<file path="config.mk">
export PLATFORM = sky130hd
export DESIGN_NAME = uart_char_path
export DESIGN_NICKNAME = d
export VERILOG_FILES = /design/src/uart_char_pkg.sv /design/src/uart_char_path.sv
export VERILOG_INCLUDE_DIRS = /design/src
export SDC_FILE = /design/constraint.sdc
export NUM_CORES = 2
export LEC_CHECK = 0
export BUFFER_PORTS_ARGS = -buffer_cell sky130_fd_sc_hd__buf_2
export CAP_MARGIN = 30
export CORE_UTILIZATION = 34
export CTS_BUF_LIST = sky130_fd_sc_hd__clkbuf_8 sky130_fd_sc_hd__clkbuf_16
export DETAILED_ROUTE_END_ITERATION = 12
export GPL_TIMING_DRIVEN = 0
export HOLD_SLACK_MARGIN = 0.03
export PLACE_DENSITY_LB_ADDON = 0.25
export SYNTH_ARGS = -nofsm -noshare
export SYNTH_HDL_FRONTEND = slang
export SYNTH_SLANG_ARGS = --single-unit
</file>
<file path="constraint.sdc">
create_clock -name CLK_IN -period 4.8 [get_ports CLK_IN]
set_input_delay 0 -clock CLK_IN [delete_from_list [all_inputs] [get_ports CLK_IN]]
set_output_delay 0 -clock CLK_IN [all_outputs]
set_load 0.005 [all_outputs]
</file>
<file path="src/uart_char_params.svh">
`ifndef UART_CHAR_PARAMS_SVH
`define UART_CHAR_PARAMS_SVH

// register offsets on the host bus
`define REG_DATA 3'h0
`define REG_IRQ_MASK 3'h1
`define REG_IDENT_FIFO 3'h2
`define REG_ENH_FEATURE 3'h3
`define REG_OVERSAMPLE 3'h4
`define REG_LINE_STATUS 3'h5
`define REG_MODEM 3'h6

// irq_mask_reg fields
`define IER_RX_AVAIL 0
`define IER_TX_ROOM 1
`define IER_LINE_STAT 2
`define IER_MODEM 3
`define IER_SLEEP 4
`define IER_XOFF 5
`define IER_RTS 6
`define IER_CTS 7

// other fields
`define EFR_ENHANCED 4
`define FCR_ENABLE 0
`define FCR_RX_FLUSH 1
`define FCR_TX_FLUSH 2
`define MCR_RTS 1

// reset values
`define IRQ_MASK_RST 8'h00
`define FCR_TRIG_RST 2'h0
`define OVERSAMPLE_RST 2'h0

// interrupt identification codes
`define ISR_NONE 8'h01
`define ISR_LINE 8'h06
`define ISR_RX 8'h04
`define ISR_TX 8'h02
`define ISR_MODEM 8'h00
`define ISR_XOFF 8'h10
`define ISR_FLOW 8'h20

// receive trigger levels
`define TRIG_0 8
`define TRIG_1 16
`define TRIG_2 24
`define TRIG_3 28

`endif

</file>
<file path="src/uart_char_pkg.sv">
package uart_char_pkg;

  typedef enum logic [1:0] {RX_IDLE, RX_START, RX_DATA, RX_STOP} rx_state_t;
  typedef enum logic {TX_IDLE, TX_SHIFT} tx_state_t;

  typedef struct packed {
    logic brk;
    logic framing;
    logic parity;
    logic overrun;
  } rx_err_t;

  typedef struct packed {
    logic cd;
    logic ri;
    logic dsr;
    logic cts;
  } modem_t;

endpackage

</file>
<file path="src/uart_char_path.sv">
`include "uart_char_params.svh"
`timescale 1ns/1ps
`default_nettype none

module uart_char_path import uart_char_pkg::*; #(
  parameter int DEPTH = 128,
  parameter int SAMPLE_DIV = 1,
  parameter logic [7:0] XOFF_CHAR = 8'h13
) (
  input wire logic CLK_IN,
  input wire logic RST_B_IN,
  input wire logic [2:0] ADDR_IN,
  input wire logic [7:0] DATA_IN,
  input wire logic WR_IN,
  input wire logic RD_IN,
  input wire logic RX_IN,
  input wire logic CTS_IN,
  input wire logic DSR_IN,
  input wire logic RI_IN,
  input wire logic CD_IN,
  output logic [7:0] DATA_OUT,
  output logic IRQ_OUT,
  output logic TX_OUT,
  output logic RTS_OUT,
  output logic SLEEP_OUT
);

  localparam int CW = $clog2(DEPTH + 1);
  localparam int PW = $clog2(DEPTH);
  localparam int DW = $clog2(SAMPLE_DIV + 1);

  logic [7:0] irq_mask_reg;
  logic fifo_en;
  logic [1:0] rx_trig_sel;
  logic enh_en;
  logic [1:0] oversample_select;
  logic [7:0] tx_mem [DEPTH];
  logic [7:0] rx_mem [DEPTH];
  logic [PW-1:0] tx_wp, tx_rp, rx_wp, rx_rp;
  logic [CW-1:0] tx_count, rx_count, cap, trig;
  rx_err_t line_err;
  modem_t modem_prev, modem_delta;
  logic cts_flag, rts_flag, xoff_flag, tx_empty_flag;
  logic [DW-1:0] div_cnt;
  logic tick;
  logic [4:0] ratio;
  rx_state_t rx_state;
  tx_state_t tx_state;
  logic [4:0] rx_tick_cnt, tx_tick_cnt;
  logic [3:0] rx_bit_cnt, tx_bit_cnt;
  logic [7:0] rx_shift_reg;
  logic [9:0] tx_shift_reg;
  logic rx_prev;
  logic [7:0] irq_ident_reg;
  logic ls_src, rx_src, tx_src, ms_src, xoff_src, rts_src, cts_src;

  wire wr_data = WR_IN && ADDR_IN == `REG_DATA;
  wire rd_data = RD_IN && ADDR_IN == `REG_DATA;
  wire wr_fcr = WR_IN && ADDR_IN == `REG_IDENT_FIFO;
  wire rd_isr = RD_IN && ADDR_IN == `REG_IDENT_FIFO;
  wire rd_lsr = RD_IN && ADDR_IN == `REG_LINE_STATUS;
  wire rd_msr = RD_IN && ADDR_IN == `REG_MODEM;
  wire fifo_change = wr_fcr && DATA_IN[`FCR_ENABLE] != fifo_en;
  wire tx_flush = wr_fcr && (DATA_IN[`FCR_TX_FLUSH] || fifo_change);
  wire rx_flush = wr_fcr && (DATA_IN[`FCR_RX_FLUSH] || fifo_change);
  wire tx_push = wr_data && tx_count < cap;
  wire tx_pop = tx_state == TX_IDLE && tx_count != '0;
  wire rx_pop = rd_data && rx_count != '0;
  wire frame_end = rx_state == RX_STOP && tick && rx_tick_cnt == ratio - 5'd1;
  wire rx_push = frame_end && RX_IN && rx_count < cap;
  wire rx_overrun = frame_end && RX_IN && rx_count >= cap;

  // one-entry holding register when FIFOs are off
  assign cap = fifo_en ? CW'(DEPTH) : CW'(1);

  always_comb begin
    unique case (oversample_select)
      2'd1: ratio = 5'd8;
      2'd2: ratio = 5'd4;
      default: ratio = 5'd16;
    endcase
  end

  always_comb begin
    unique case (rx_trig_sel)
      2'd0: trig = CW'(`TRIG_0);
      2'd1: trig = CW'(`TRIG_1);
      2'd2: trig = CW'(`TRIG_2);
      2'd3: trig = CW'(`TRIG_3);
    endcase
  end

  always_ff @(posedge CLK_IN or negedge RST_B_IN) begin
    if (!RST_B_IN) begin
      irq_mask_reg <= `IRQ_MASK_RST;
      fifo_en <= 1'b0;
      rx_trig_sel <= `FCR_TRIG_RST;
      enh_en <= 1'b0;
      oversample_select <= `OVERSAMPLE_RST;
      RTS_OUT <= 1'b0;
    end else if (WR_IN) begin
      unique case (ADDR_IN)
        `REG_IRQ_MASK: begin
          irq_mask_reg[3:0] <= DATA_IN[3:0];
          if (enh_en) begin
            irq_mask_reg[7:4] <= DATA_IN[7:4];
          end
        end
        `REG_IDENT_FIFO: begin
          fifo_en <= DATA_IN[`FCR_ENABLE];
          rx_trig_sel <= DATA_IN[7:6];
        end
        `REG_ENH_FEATURE: enh_en <= DATA_IN[`EFR_ENHANCED];
        `REG_OVERSAMPLE: oversample_select <= DATA_IN[1:0];
        `REG_MODEM: RTS_OUT <= DATA_IN[`MCR_RTS];
        default: ;
      endcase
    end
  end

  always_ff @(posedge CLK_IN or negedge RST_B_IN) begin
    if (!RST_B_IN) begin
      div_cnt <= '0;
      tick <= 1'b0;
    end else if (div_cnt == DW'(SAMPLE_DIV - 1)) begin
      div_cnt <= '0;
      tick <= 1'b1;
    end else begin
      div_cnt <= div_cnt + DW'(1);
      tick <= 1'b0;
    end
  end

  always_ff @(posedge CLK_IN) begin
    if (tx_push) begin
      tx_mem[tx_wp] <= DATA_IN;
    end
    if (rx_push) begin
      rx_mem[rx_wp] <= rx_shift_reg;
    end
  end

  always_ff @(posedge CLK_IN or negedge RST_B_IN) begin
    if (!RST_B_IN) begin
      tx_wp <= '0;
      tx_rp <= '0;
      tx_count <= '0;
    end else if (tx_flush) begin
      tx_wp <= '0;
      tx_rp <= '0;
      tx_count <= '0;
    end else begin
      if (tx_push) begin
        tx_wp <= tx_wp == PW'(DEPTH - 1) ? '0 : tx_wp + PW'(1);
      end
      if (tx_pop) begin
        tx_rp <= tx_rp == PW'(DEPTH - 1) ? '0 : tx_rp + PW'(1);
      end
      tx_count <= tx_count + CW'(tx_push) - CW'(tx_pop);
    end
  end

  always_ff @(posedge CLK_IN or negedge RST_B_IN) begin
    if (!RST_B_IN) begin
      rx_wp <= '0;
      rx_rp <= '0;
      rx_count <= '0;
    end else if (rx_flush) begin
      rx_wp <= '0;
      rx_rp <= '0;
      rx_count <= '0;
    end else begin
      if (rx_push) begin
        rx_wp <= rx_wp == PW'(DEPTH - 1) ? '0 : rx_wp + PW'(1);
      end
      if (rx_pop) begin
        rx_rp <= rx_rp == PW'(DEPTH - 1) ? '0 : rx_rp + PW'(1);
      end
      rx_count <= rx_count + CW'(rx_push) - CW'(rx_pop);
    end
  end

  // transmitter: start, eight data bits lsb first, stop
  always_ff @(posedge CLK_IN or negedge RST_B_IN) begin
    if (!RST_B_IN) begin
      tx_state <= TX_IDLE;
      tx_shift_reg <= '1;
      tx_tick_cnt <= '0;
      tx_bit_cnt <= '0;
      TX_OUT <= 1'b1;
    end else begin
      unique case (tx_state)
        TX_IDLE: begin
          TX_OUT <= 1'b1;
          if (tx_pop) begin
            tx_shift_reg <= {1'b1, tx_mem[tx_rp], 1'b0};
            tx_tick_cnt <= '0;
            tx_bit_cnt <= '0;
            tx_state <= TX_SHIFT;
          end
        end
        TX_SHIFT: begin
          TX_OUT <= tx_shift_reg[0];
          if (tick) begin
            if (tx_tick_cnt == ratio - 5'd1) begin
              tx_tick_cnt <= '0;
              tx_shift_reg <= {1'b1, tx_shift_reg[9:1]};
              tx_bit_cnt <= tx_bit_cnt + 4'd1;
              if (tx_bit_cnt == 4'd9) begin
                tx_state <= TX_IDLE;
              end
            end else begin
              tx_tick_cnt <= tx_tick_cnt + 5'd1;
            end
          end
        end
      endcase
    end
  end

  // receiver with false-start rejection
  always_ff @(posedge CLK_IN or negedge RST_B_IN) begin
    if (!RST_B_IN) begin
      rx_state <= RX_IDLE;
      rx_prev <= 1'b1;
      rx_tick_cnt <= '0;
      rx_bit_cnt <= '0;
      rx_shift_reg <= '0;
    end else begin
      rx_prev <= RX_IN;
      unique case (rx_state)
        RX_IDLE: begin
          rx_tick_cnt <= '0;
          if (rx_prev && !RX_IN) begin
            rx_state <= RX_START;
          end
        end
        RX_START: begin
          if (tick) begin
            if (rx_tick_cnt == (ratio >> 1) - 5'd1) begin
              rx_tick_cnt <= '0;
              rx_bit_cnt <= '0;
              rx_state <= RX_IN ? RX_IDLE : RX_DATA;
            end else begin
              rx_tick_cnt <= rx_tick_cnt + 5'd1;
            end
          end
        end
        RX_DATA: begin
          if (tick) begin
            if (rx_tick_cnt == ratio - 5'd1) begin
              rx_tick_cnt <= '0;
              rx_shift_reg <= {RX_IN, rx_shift_reg[7:1]};
              rx_bit_cnt <= rx_bit_cnt + 4'd1;
              if (rx_bit_cnt == 4'd7) begin
                rx_state <= RX_STOP;
              end
            end else begin
              rx_tick_cnt <= rx_tick_cnt + 5'd1;
            end
          end
        end
        RX_STOP: begin
          if (tick) begin
            rx_tick_cnt <= rx_tick_cnt + 5'd1;
            if (frame_end) begin
              rx_tick_cnt <= '0;
              rx_state <= RX_IDLE;
            end
          end
        end
      endcase
    end
  end

  // error bits sticky until line status read; a new event wins
  always_ff @(posedge CLK_IN or negedge RST_B_IN) begin
    if (!RST_B_IN) begin
      line_err <= '0;
    end else begin
      if (rd_lsr) begin
        line_err <= '0;
      end
      if (frame_end && !RX_IN) begin
        line_err.framing <= 1'b1;
        if (rx_shift_reg == 8'h00) begin
          line_err.brk <= 1'b1;
        end
      end
      if (rx_overrun) begin
        line_err.overrun <= 1'b1;
      end
    end
  end

  always_ff @(posedge CLK_IN or negedge RST_B_IN) begin
    if (!RST_B_IN) begin
      modem_prev <= '0;
      modem_delta <= '0;
    end else begin
      modem_prev <= '{cd: CD_IN, ri: RI_IN, dsr: DSR_IN, cts: CTS_IN};
      modem_delta <= (rd_msr ? '0 : modem_delta)
        | modem_t'{cd: CD_IN != modem_prev.cd, ri: modem_prev.ri && !RI_IN,
            dsr: DSR_IN != modem_prev.dsr, cts: CTS_IN != modem_prev.cts};
    end
  end

  // event flags: clear on ident read, set wins
  always_ff @(posedge CLK_IN or negedge RST_B_IN) begin
    if (!RST_B_IN) begin
      cts_flag <= 1'b0;
      rts_flag <= 1'b0;
      xoff_flag <= 1'b0;
      tx_empty_flag <= 1'b0;
    end else begin
      cts_flag <= (cts_flag && !rd_isr) || (CTS_IN && !modem_prev.cts);
      rts_flag <= (rts_flag && !rd_isr)
        || (WR_IN && ADDR_IN == `REG_MODEM && DATA_IN[`MCR_RTS] && !RTS_OUT);
      xoff_flag <= (xoff_flag && !rd_isr) || (rx_push && rx_shift_reg == XOFF_CHAR);
      tx_empty_flag <= (tx_empty_flag && !rd_isr && !wr_data)
        || (tx_pop && tx_count == CW'(1) && !tx_push);
    end
  end

  always_comb begin
    ls_src = irq_mask_reg[`IER_LINE_STAT] && |line_err;
    rx_src = irq_mask_reg[`IER_RX_AVAIL]
      && (fifo_en ? rx_count >= trig : rx_count != '0);
    tx_src = irq_mask_reg[`IER_TX_ROOM]
      && (fifo_en ? tx_empty_flag : tx_count == '0);
    ms_src = irq_mask_reg[`IER_MODEM] && |modem_delta;
    xoff_src = irq_mask_reg[`IER_XOFF] && xoff_flag;
    rts_src = irq_mask_reg[`IER_RTS] && rts_flag;
    cts_src = irq_mask_reg[`IER_CTS] && cts_flag;
    if (ls_src) begin
      irq_ident_reg = `ISR_LINE;
    end else if (rx_src) begin
      irq_ident_reg = `ISR_RX;
    end else if (tx_src) begin
      irq_ident_reg = `ISR_TX;
    end else if (ms_src) begin
      irq_ident_reg = `ISR_MODEM;
    end else if (xoff_src) begin
      irq_ident_reg = `ISR_XOFF;
    end else if (rts_src || cts_src) begin
      irq_ident_reg = `ISR_FLOW;
    end else begin
      irq_ident_reg = `ISR_NONE;
    end
  end

  always_ff @(posedge CLK_IN or negedge RST_B_IN) begin
    if (!RST_B_IN) begin
      IRQ_OUT <= 1'b0;
      SLEEP_OUT <= 1'b0;
    end else begin
      IRQ_OUT <= ls_src || rx_src || tx_src || ms_src
        || xoff_src || rts_src || cts_src;
      SLEEP_OUT <= irq_mask_reg[`IER_SLEEP] && tx_state == TX_IDLE
        && tx_count == '0 && rx_state == RX_IDLE && !IRQ_OUT;
    end
  end

  always_ff @(posedge CLK_IN or negedge RST_B_IN) begin
    if (!RST_B_IN) begin
      DATA_OUT <= '0;
    end else if (RD_IN) begin
      unique case (ADDR_IN)
        `REG_DATA: DATA_OUT <= rx_count != '0 ? rx_mem[rx_rp] : 8'h00;
        `REG_IRQ_MASK: DATA_OUT <= irq_mask_reg;
        `REG_IDENT_FIFO: DATA_OUT <= irq_ident_reg;
        `REG_ENH_FEATURE: DATA_OUT <= {3'b000, enh_en, 4'h0};
        `REG_OVERSAMPLE: DATA_OUT <= {6'h00, oversample_select};
        `REG_LINE_STATUS: DATA_OUT <= {1'b0,
          tx_count == '0 && tx_state == TX_IDLE,
          tx_count == '0,
          line_err,
          rx_count != '0};
        `REG_MODEM: DATA_OUT <= {modem_prev, modem_delta};
        default: DATA_OUT <= 8'h00;
      endcase
    end
  end

endmodule

`default_nettype wire

</file>
# Yosys cells after proc, flatten, opt, wreduce, memory -nomap -nowiden
# Memory sizes are Yosys's and may differ from the RTL's.
# Cells that the tools add are included.
[op_classes] add_sub_neg=15 n_lt_le_gt_ge=4 eq_ne=40 muxes=78 bitwise_logic=2 reduce_logical=93
[ops] operator="$mux W7" n=12
[ops] operator="$pmux W8 S7" n=1
[ops] operator="$mux W5" n=9
[ops] operator="$logic_and A1 B1 Y1" n=44
[ops] operator="$mux W4" n=9
[ops] operator="$mux W6" n=6
[ops] operator="$mux W8" n=4
[ops] operator="$pmux W8 S4" n=1
[ops] operator="$mux W10" n=3
[ops] operator="$add A7 B1 Y7 const B" n=4
[ops] operator="$eq A7 B7 Y1 const B" n=4
[ops] operator="$mux W2" n=10
[ops] operator="$ne A2 B2 Y1 const B" n=10
[ops] operator="$pmux W10 S2" n=1
[ops] operator="$pmux W5 S2" n=2
[ops] operator="$pmux W5 S4" n=1
[ops] operator="$add A8 B1 Y8" n=2
[ops] operator="$ge A8 B8 Y1" n=2
[ops] operator="$logic_not A8 Y1" n=2
[ops] operator="$lt A8 B8 Y1" n=2
[ops] operator="$pmux W4 S2" n=2
[ops] operator="$reduce_bool A8 Y1" n=2
[ops] operator="$sub A8 B1 Y8" n=2
[ops] operator="$eq A5 B5 Y1" n=3
[ops] operator="other kinds (32)" n=94
[totals] reg_bits=127 mem_bits_rw=2048 in_bits=20 out_inout_bits=12 elab_cells=277 n_memories=2
[mem_list] memory="rx_mem" depth=128 width=8 read_ports=1 rd_clocked_by_memory_dff=0 wr=1 line="uart_char_path.sv:38" text="logic [7:0] rx_mem [DEPTH];"
[mem_list] memory="tx_mem" depth=128 width=8 read_ports=1 rd_clocked_by_memory_dff=0 wr=1 line="uart_char_path.sv:37" text="logic [7:0] tx_mem [DEPTH];"

# Logic depth before layout (Yosys ltp)
[depth] ltp_word=11 depth_mapped=19 mapped_depth_nobuf=18

# Worst setup path before layout
# No wires, ideal clock.
[synth_path] path_kind="register -> register" from="register oversample_select[0]" to="register rx_count[6]" setup_time_ns=0.132 t_arrival_ns=3.646 required_ns=4.668 slack_ns=1.022 stages_incl_launch_ff=20 n_path_buf=1 synth_period_minus_slack_ns=3.778 path_cell_list="dfrtp_1 -> inv_1 -> ha_1 -> xnor2_1 -> nand4_1 -> or3_4 -> a211oi_2 -> inv_2 -> buf_4 -> ha_1 -> inv_1 -> ha_1 -> fa_1 -> a21oi_1 -> o21bai_1 -> a21oi_1 -> nor2_1 -> nor2_1 -> xor2_1 -> nor2_1"
[synth_between] elab_chain_cells=10 elab_cells_between_ends=11 cone_classes="3 x add/sub; 3 x eq/ne; 2 x mux; 3 x reduce/logical"
[synth_lines] item="start: declaration" line="uart_char_path.sv:36" text="logic [1:0] oversample_select;"
[synth_lines] item="start signal: assignment" line="uart_char_path.sv:99" text="oversample_select <= `OVERSAMPLE_RST;"
[synth_lines] item="start signal: assignment" line="uart_char_path.sv:114" text="`REG_OVERSAMPLE: oversample_select <= DATA_IN[1:0];"
[synth_lines] item="$eq A2 B2 Y1 / $eq A2 B1 Y1 (equally long branches)" line="uart_char_path.sv:77" text="unique case (oversample_select)"
[synth_lines] item="$pmux W5 S2 *" line="uart_char_path.sv:77"
[synth_lines] item="$sub A5 B1 Y5 *" line="uart_char_path.sv:69" text="wire frame_end = rx_state == RX_STOP && tick && rx_tick_cnt == ratio - 5'd1;"
[synth_lines] item="$eq A5 B5 Y1 *" line="uart_char_path.sv:69"
[synth_lines] item="$logic_and A1 B1 Y1 *" line="uart_char_path.sv:69"
[synth_lines] item="$logic_and A1 B1 Y1 * (2 in a row)" line="uart_char_path.sv:70" text="wire rx_push = frame_end && RX_IN && rx_count < cap;"
[synth_lines] item="$add A8 B1 Y8 *" line="uart_char_path.sv:179" text="rx_count <= rx_count + CW'(rx_push) - CW'(rx_pop);"
[synth_lines] item="$sub A8 B1 Y8 *" line="uart_char_path.sv:179"
[synth_lines] item="$mux W8 *" line="uart_char_path.sv:168" text="end else if (rx_flush) begin"
[synth_lines] item="end signal: assignment" line="uart_char_path.sv:179"
[synth_lines] item="end: declaration" line="uart_char_path.sv:40" text="logic [CW-1:0] tx_count, rx_count, cap, trig;"
# Every way passes the cells marked *; elsewhere a longest branch is shown, timed or not.
# A chain may end at the register's enable or synchronous reset.

# Final worst setup path
[layout_path] from="register rx_rp[1]" to="register DATA_OUT[0]"
[layout_between] elab_chain_cells=3
[layout_lines] item="start: declaration" line="uart_char_path.sv:39" text="logic [PW-1:0] tx_wp, tx_rp, rx_wp, rx_rp;"
[layout_lines] item="start signal: assignment" line="uart_char_path.sv:177" text="rx_rp <= rx_rp == PW'(DEPTH - 1) ? '0 : rx_rp + PW'(1);"
[layout_lines] item="$mem_v2 Z128 W8"
[layout_lines] item="$mux W8" line="uart_char_path.sv:369" text="`REG_DATA: DATA_OUT <= rx_count != '0 ? rx_mem[rx_rp] : 8'h00;"
[layout_lines] item="$pmux W8 S7" line="uart_char_path.sv:368" text="unique case (ADDR_IN)"
[layout_lines] item="end signal: assignment" line="uart_char_path.sv:369"
[layout_lines] item="end signal: assignment" line="uart_char_path.sv:370" text="`REG_IRQ_MASK: DATA_OUT <= irq_mask_reg;"
[layout_lines] item="end signal: assignment" line="uart_char_path.sv:371" text="`REG_IDENT_FIFO: DATA_OUT <= irq_ident_reg;"
[layout_lines] item="end: declaration" line="uart_char_path.sv:21" text="output logic [7:0] DATA_OUT,"
# No other way between the ends.

==> summary.txt <==
Yosys cell types: 75
H-tree levels: 4
clk buf depth: 3
failing checks: DRC, setup timing
Startpoint Class: flop
CORE AREA: 0.251 mm^2
area leader, netlist: edfxtp_1
max-slew violations: 0
I/O Pins: 32
Root Driver: clkbuf_16
maximum vdd drop: 0.000332 V
antenna violations before repair: 21
Worst Setup End Kind: flop
TritonCTS clock tree: done
Post-synth EDFFs: 2048
Critical Path Max Stage Delay: 0.82 ns
Post-Syn Instances: 4306
Final ANT Viol Nets: 0
top post-synthesis cells by count: 2048 x edfxtp_1, 536 x mux4_2, 367 x nor2_1
RSZ-0062 raised after global routing: true
total gr overflow: 0
PortBufs: 30
static leakage: 30.8 nW
vias per cell: 5.71
final number of hold-violating endpoints: 0
Fillers: 22500
post-synth top area share: 0.715
die area: 0.255 mm^2
GR met2 Demand/Resource: 0.332
worst slew pin tran: 1.18 ns
hpwl dp: 188000 um
Initial Utilization: 0.342
first drt pass iteration count: 12
DRC: 8
Setup-failing EPs final: 24
Tmin final: 4.89 ns
Max-Cap Viols: 0
sequential-to-total area share from yosys stat: 0.751
chip width: 505 um
routed vias: 47000
Skew-Pair Late Insertion Delay: 0.87 ns
asr flop ratio synth: 0.0575
all-layer global routing usage: 0.218
CP Class: flop to flop
Reg2Reg Depth: 10
first-pass GRT wire length: 382000 um
max frequency: 0.205 GHz
yosys warns: 0
CP max stage cell: buf_1
Cell Area, Synth: 0.0861 mm^2
Die Y: 505 um
Slew HR: 0.211
Register Area: 0.0647 mm^2
Worst-path clk slew: 0.07 ns
most frequent cell after synthesis: edfxtp_1
Yosys reg bits: 2173
post-synthesis net count: 4372
Hold WS: 0.0947 ns
Total Neg Setup Slack: -0.271 ns
DRT iter0 DRCs: 6820
TritonCTS buffer count: 213
pwr dens: 432 mW/mm^2
final worst slack: -0.0859 ns
CP required: 5.57 ns
largest net degree at the start of global routing: 93
crit-path most repeated cell: buf_2
Layout area overhead: 15.8%
path category of the worst min-delay check: primary input to flop
syn_area_per_cell: 20.0 um^2
clock sink count: 2173
CP Cell Sequence: buf_2 -> buf_2 -> buf_2 -> buf_1 -> buf_6 -> mux4_2 -> o22ai_1 -> o41ai_1 -> nand4_1 -> o211ai_1
outcome: finished with violations
Synth Flop Type: edfxtp_1
worst-case clock skew: 0.0398 ns
CP Max Fanout: 10
met3 usage: 0.0439
vias in the first global route: 45700
Synth area leaders: edfxtp_1 71%, mux4_2 14%, dfrtp_1 3.3%
Routed WL per cell: 34.1 um
nets@finish: 4757
met1 Track Usage GR: 0.310
Rows: 184
layout cells sized above 1: 0.255
Multi-input gate area: 0.0204 mm^2
drt total wl: 280000 um
Arr. time, crit path: 5.66 ns
gpl congestion: 0.943
hold depth: 4
Most Crowded Layer GR: met2
period utilisation layout: 1.02
repair_timing:
action	4_1_cts	5_1_grt
hold endpoints to repair	1156	0
gates cloned	0	0
gates resized for setup	21	47
buffers inserted	0	2
setup endpoints to repair	144	542
hold buffers	34	0
metrics by stage:
step                       util  power [mW]  setup slack, ns  cell area (um^2)  std cells
final                     0.396        43.0          -0.0859             99700       8221
after global placement    0.360        26.3           -0.670             90400       7684
after global routing      0.396        44.1           -0.158             99600       8219
after CTS                 0.396        43.1         -0.00167             99400       8207
after floorplan               -        24.1             1.02             86100       4306
after detailed placement  0.366        26.5           -0.215             92100       7779
kinds of logic (layout without fill, tap and decap cells):
kind of cell               count (synthesis)  after routing  share of synthesized area
xor gates and xnor gates                  41             41                    0.00417
adders and majority gates                 46             46                    0.00686
other                                      1              4                  0.0000436
AOI/OAI and AO/OA                        351            351                     0.0284
muxes                                    664            664                      0.156
buffers and inverters                    272            836                     0.0140
and+or+nand+nor                          758            758                     0.0398
DFF                                     2173           2173                      0.751
per-layer routing:
metal | vias to the layer above | wire [um]
li1 | 18400 | -
met1 | 25500 | 117000
met2 | 2549 | 128000
met3 | 448 | 26200
met4 | 2 | 9450
met5 | - | 17
path summary, 6_finish.rpt:
kind | slack [ns] | startpoint | to
setup / recovery | -0.09 | rx_rp[1]$_DFFE_PN0P_ | DATA_OUT[0]$_DFFE_PN0P_
hold / removal | 0.09 | DSR_IN | modem_delta[1]$_DFF_PN0_
setup reg to reg | -0.09 | rx_rp[1]$_DFFE_PN0P_ | DATA_OUT[0]$_DFFE_PN0P_
hold reg to reg | 0.48 | cts_flag$_DFF_PN0_ | cts_flag$_DFF_PN0_
max in group asynchronous | 3.91 | RST_B_IN | tx_rp[4]$_DFFE_PN0P_
min in group asynchronous | 0.47 | RST_B_IN | tx_shift_reg[2]$_DFFE_PN1P_
critical path: cells and delay by family (launching register included):
family	cells	cell delay (ns)
AND/OR/NAND/NOR	1	0.55
multiplexers	1	0.23
AO/OA/AOI/OAI	3	1.12
flip-flops	1	0.36
buffers and inverters	5	2.49
final cells by class:
cell class / count / share of cell area
clock inverter: 179 / 0.0160
tap: 3348 / 0.0420
multi-input combinational: 1861 / 0.205
clock buffer: 215 / 0.0539
buffer: 229 / 0.0107
antenna: 3 / 0.0000753
inverter: 43 / 0.00167
sequential: 2173 / 0.649
timing repair buffer: 170 / 0.0219
power by group:
group | switching [mW] | internal, mW
Sequential | 0.250 | 20.9
Combinational | 3.35 | 1.70
Clock | 7.42 | 9.43
cells in the final DEF, fill, tap and decap left out, types with 52 or more instances in the layout:
cell type and instances:
buf_8 54, o21ai_0 52, a21oi_1 62, dfrtp_1 106, mux2i_1 89, edfxtp_1 2048
mux4_2 536, nor2_2 64, clkbuf_16 214, buf_2 89, buf_4 55, clkbuf_1 96
nor2_1 302, nand2_1 157, inv_1 77
Power figures use the tool's default switching activity.
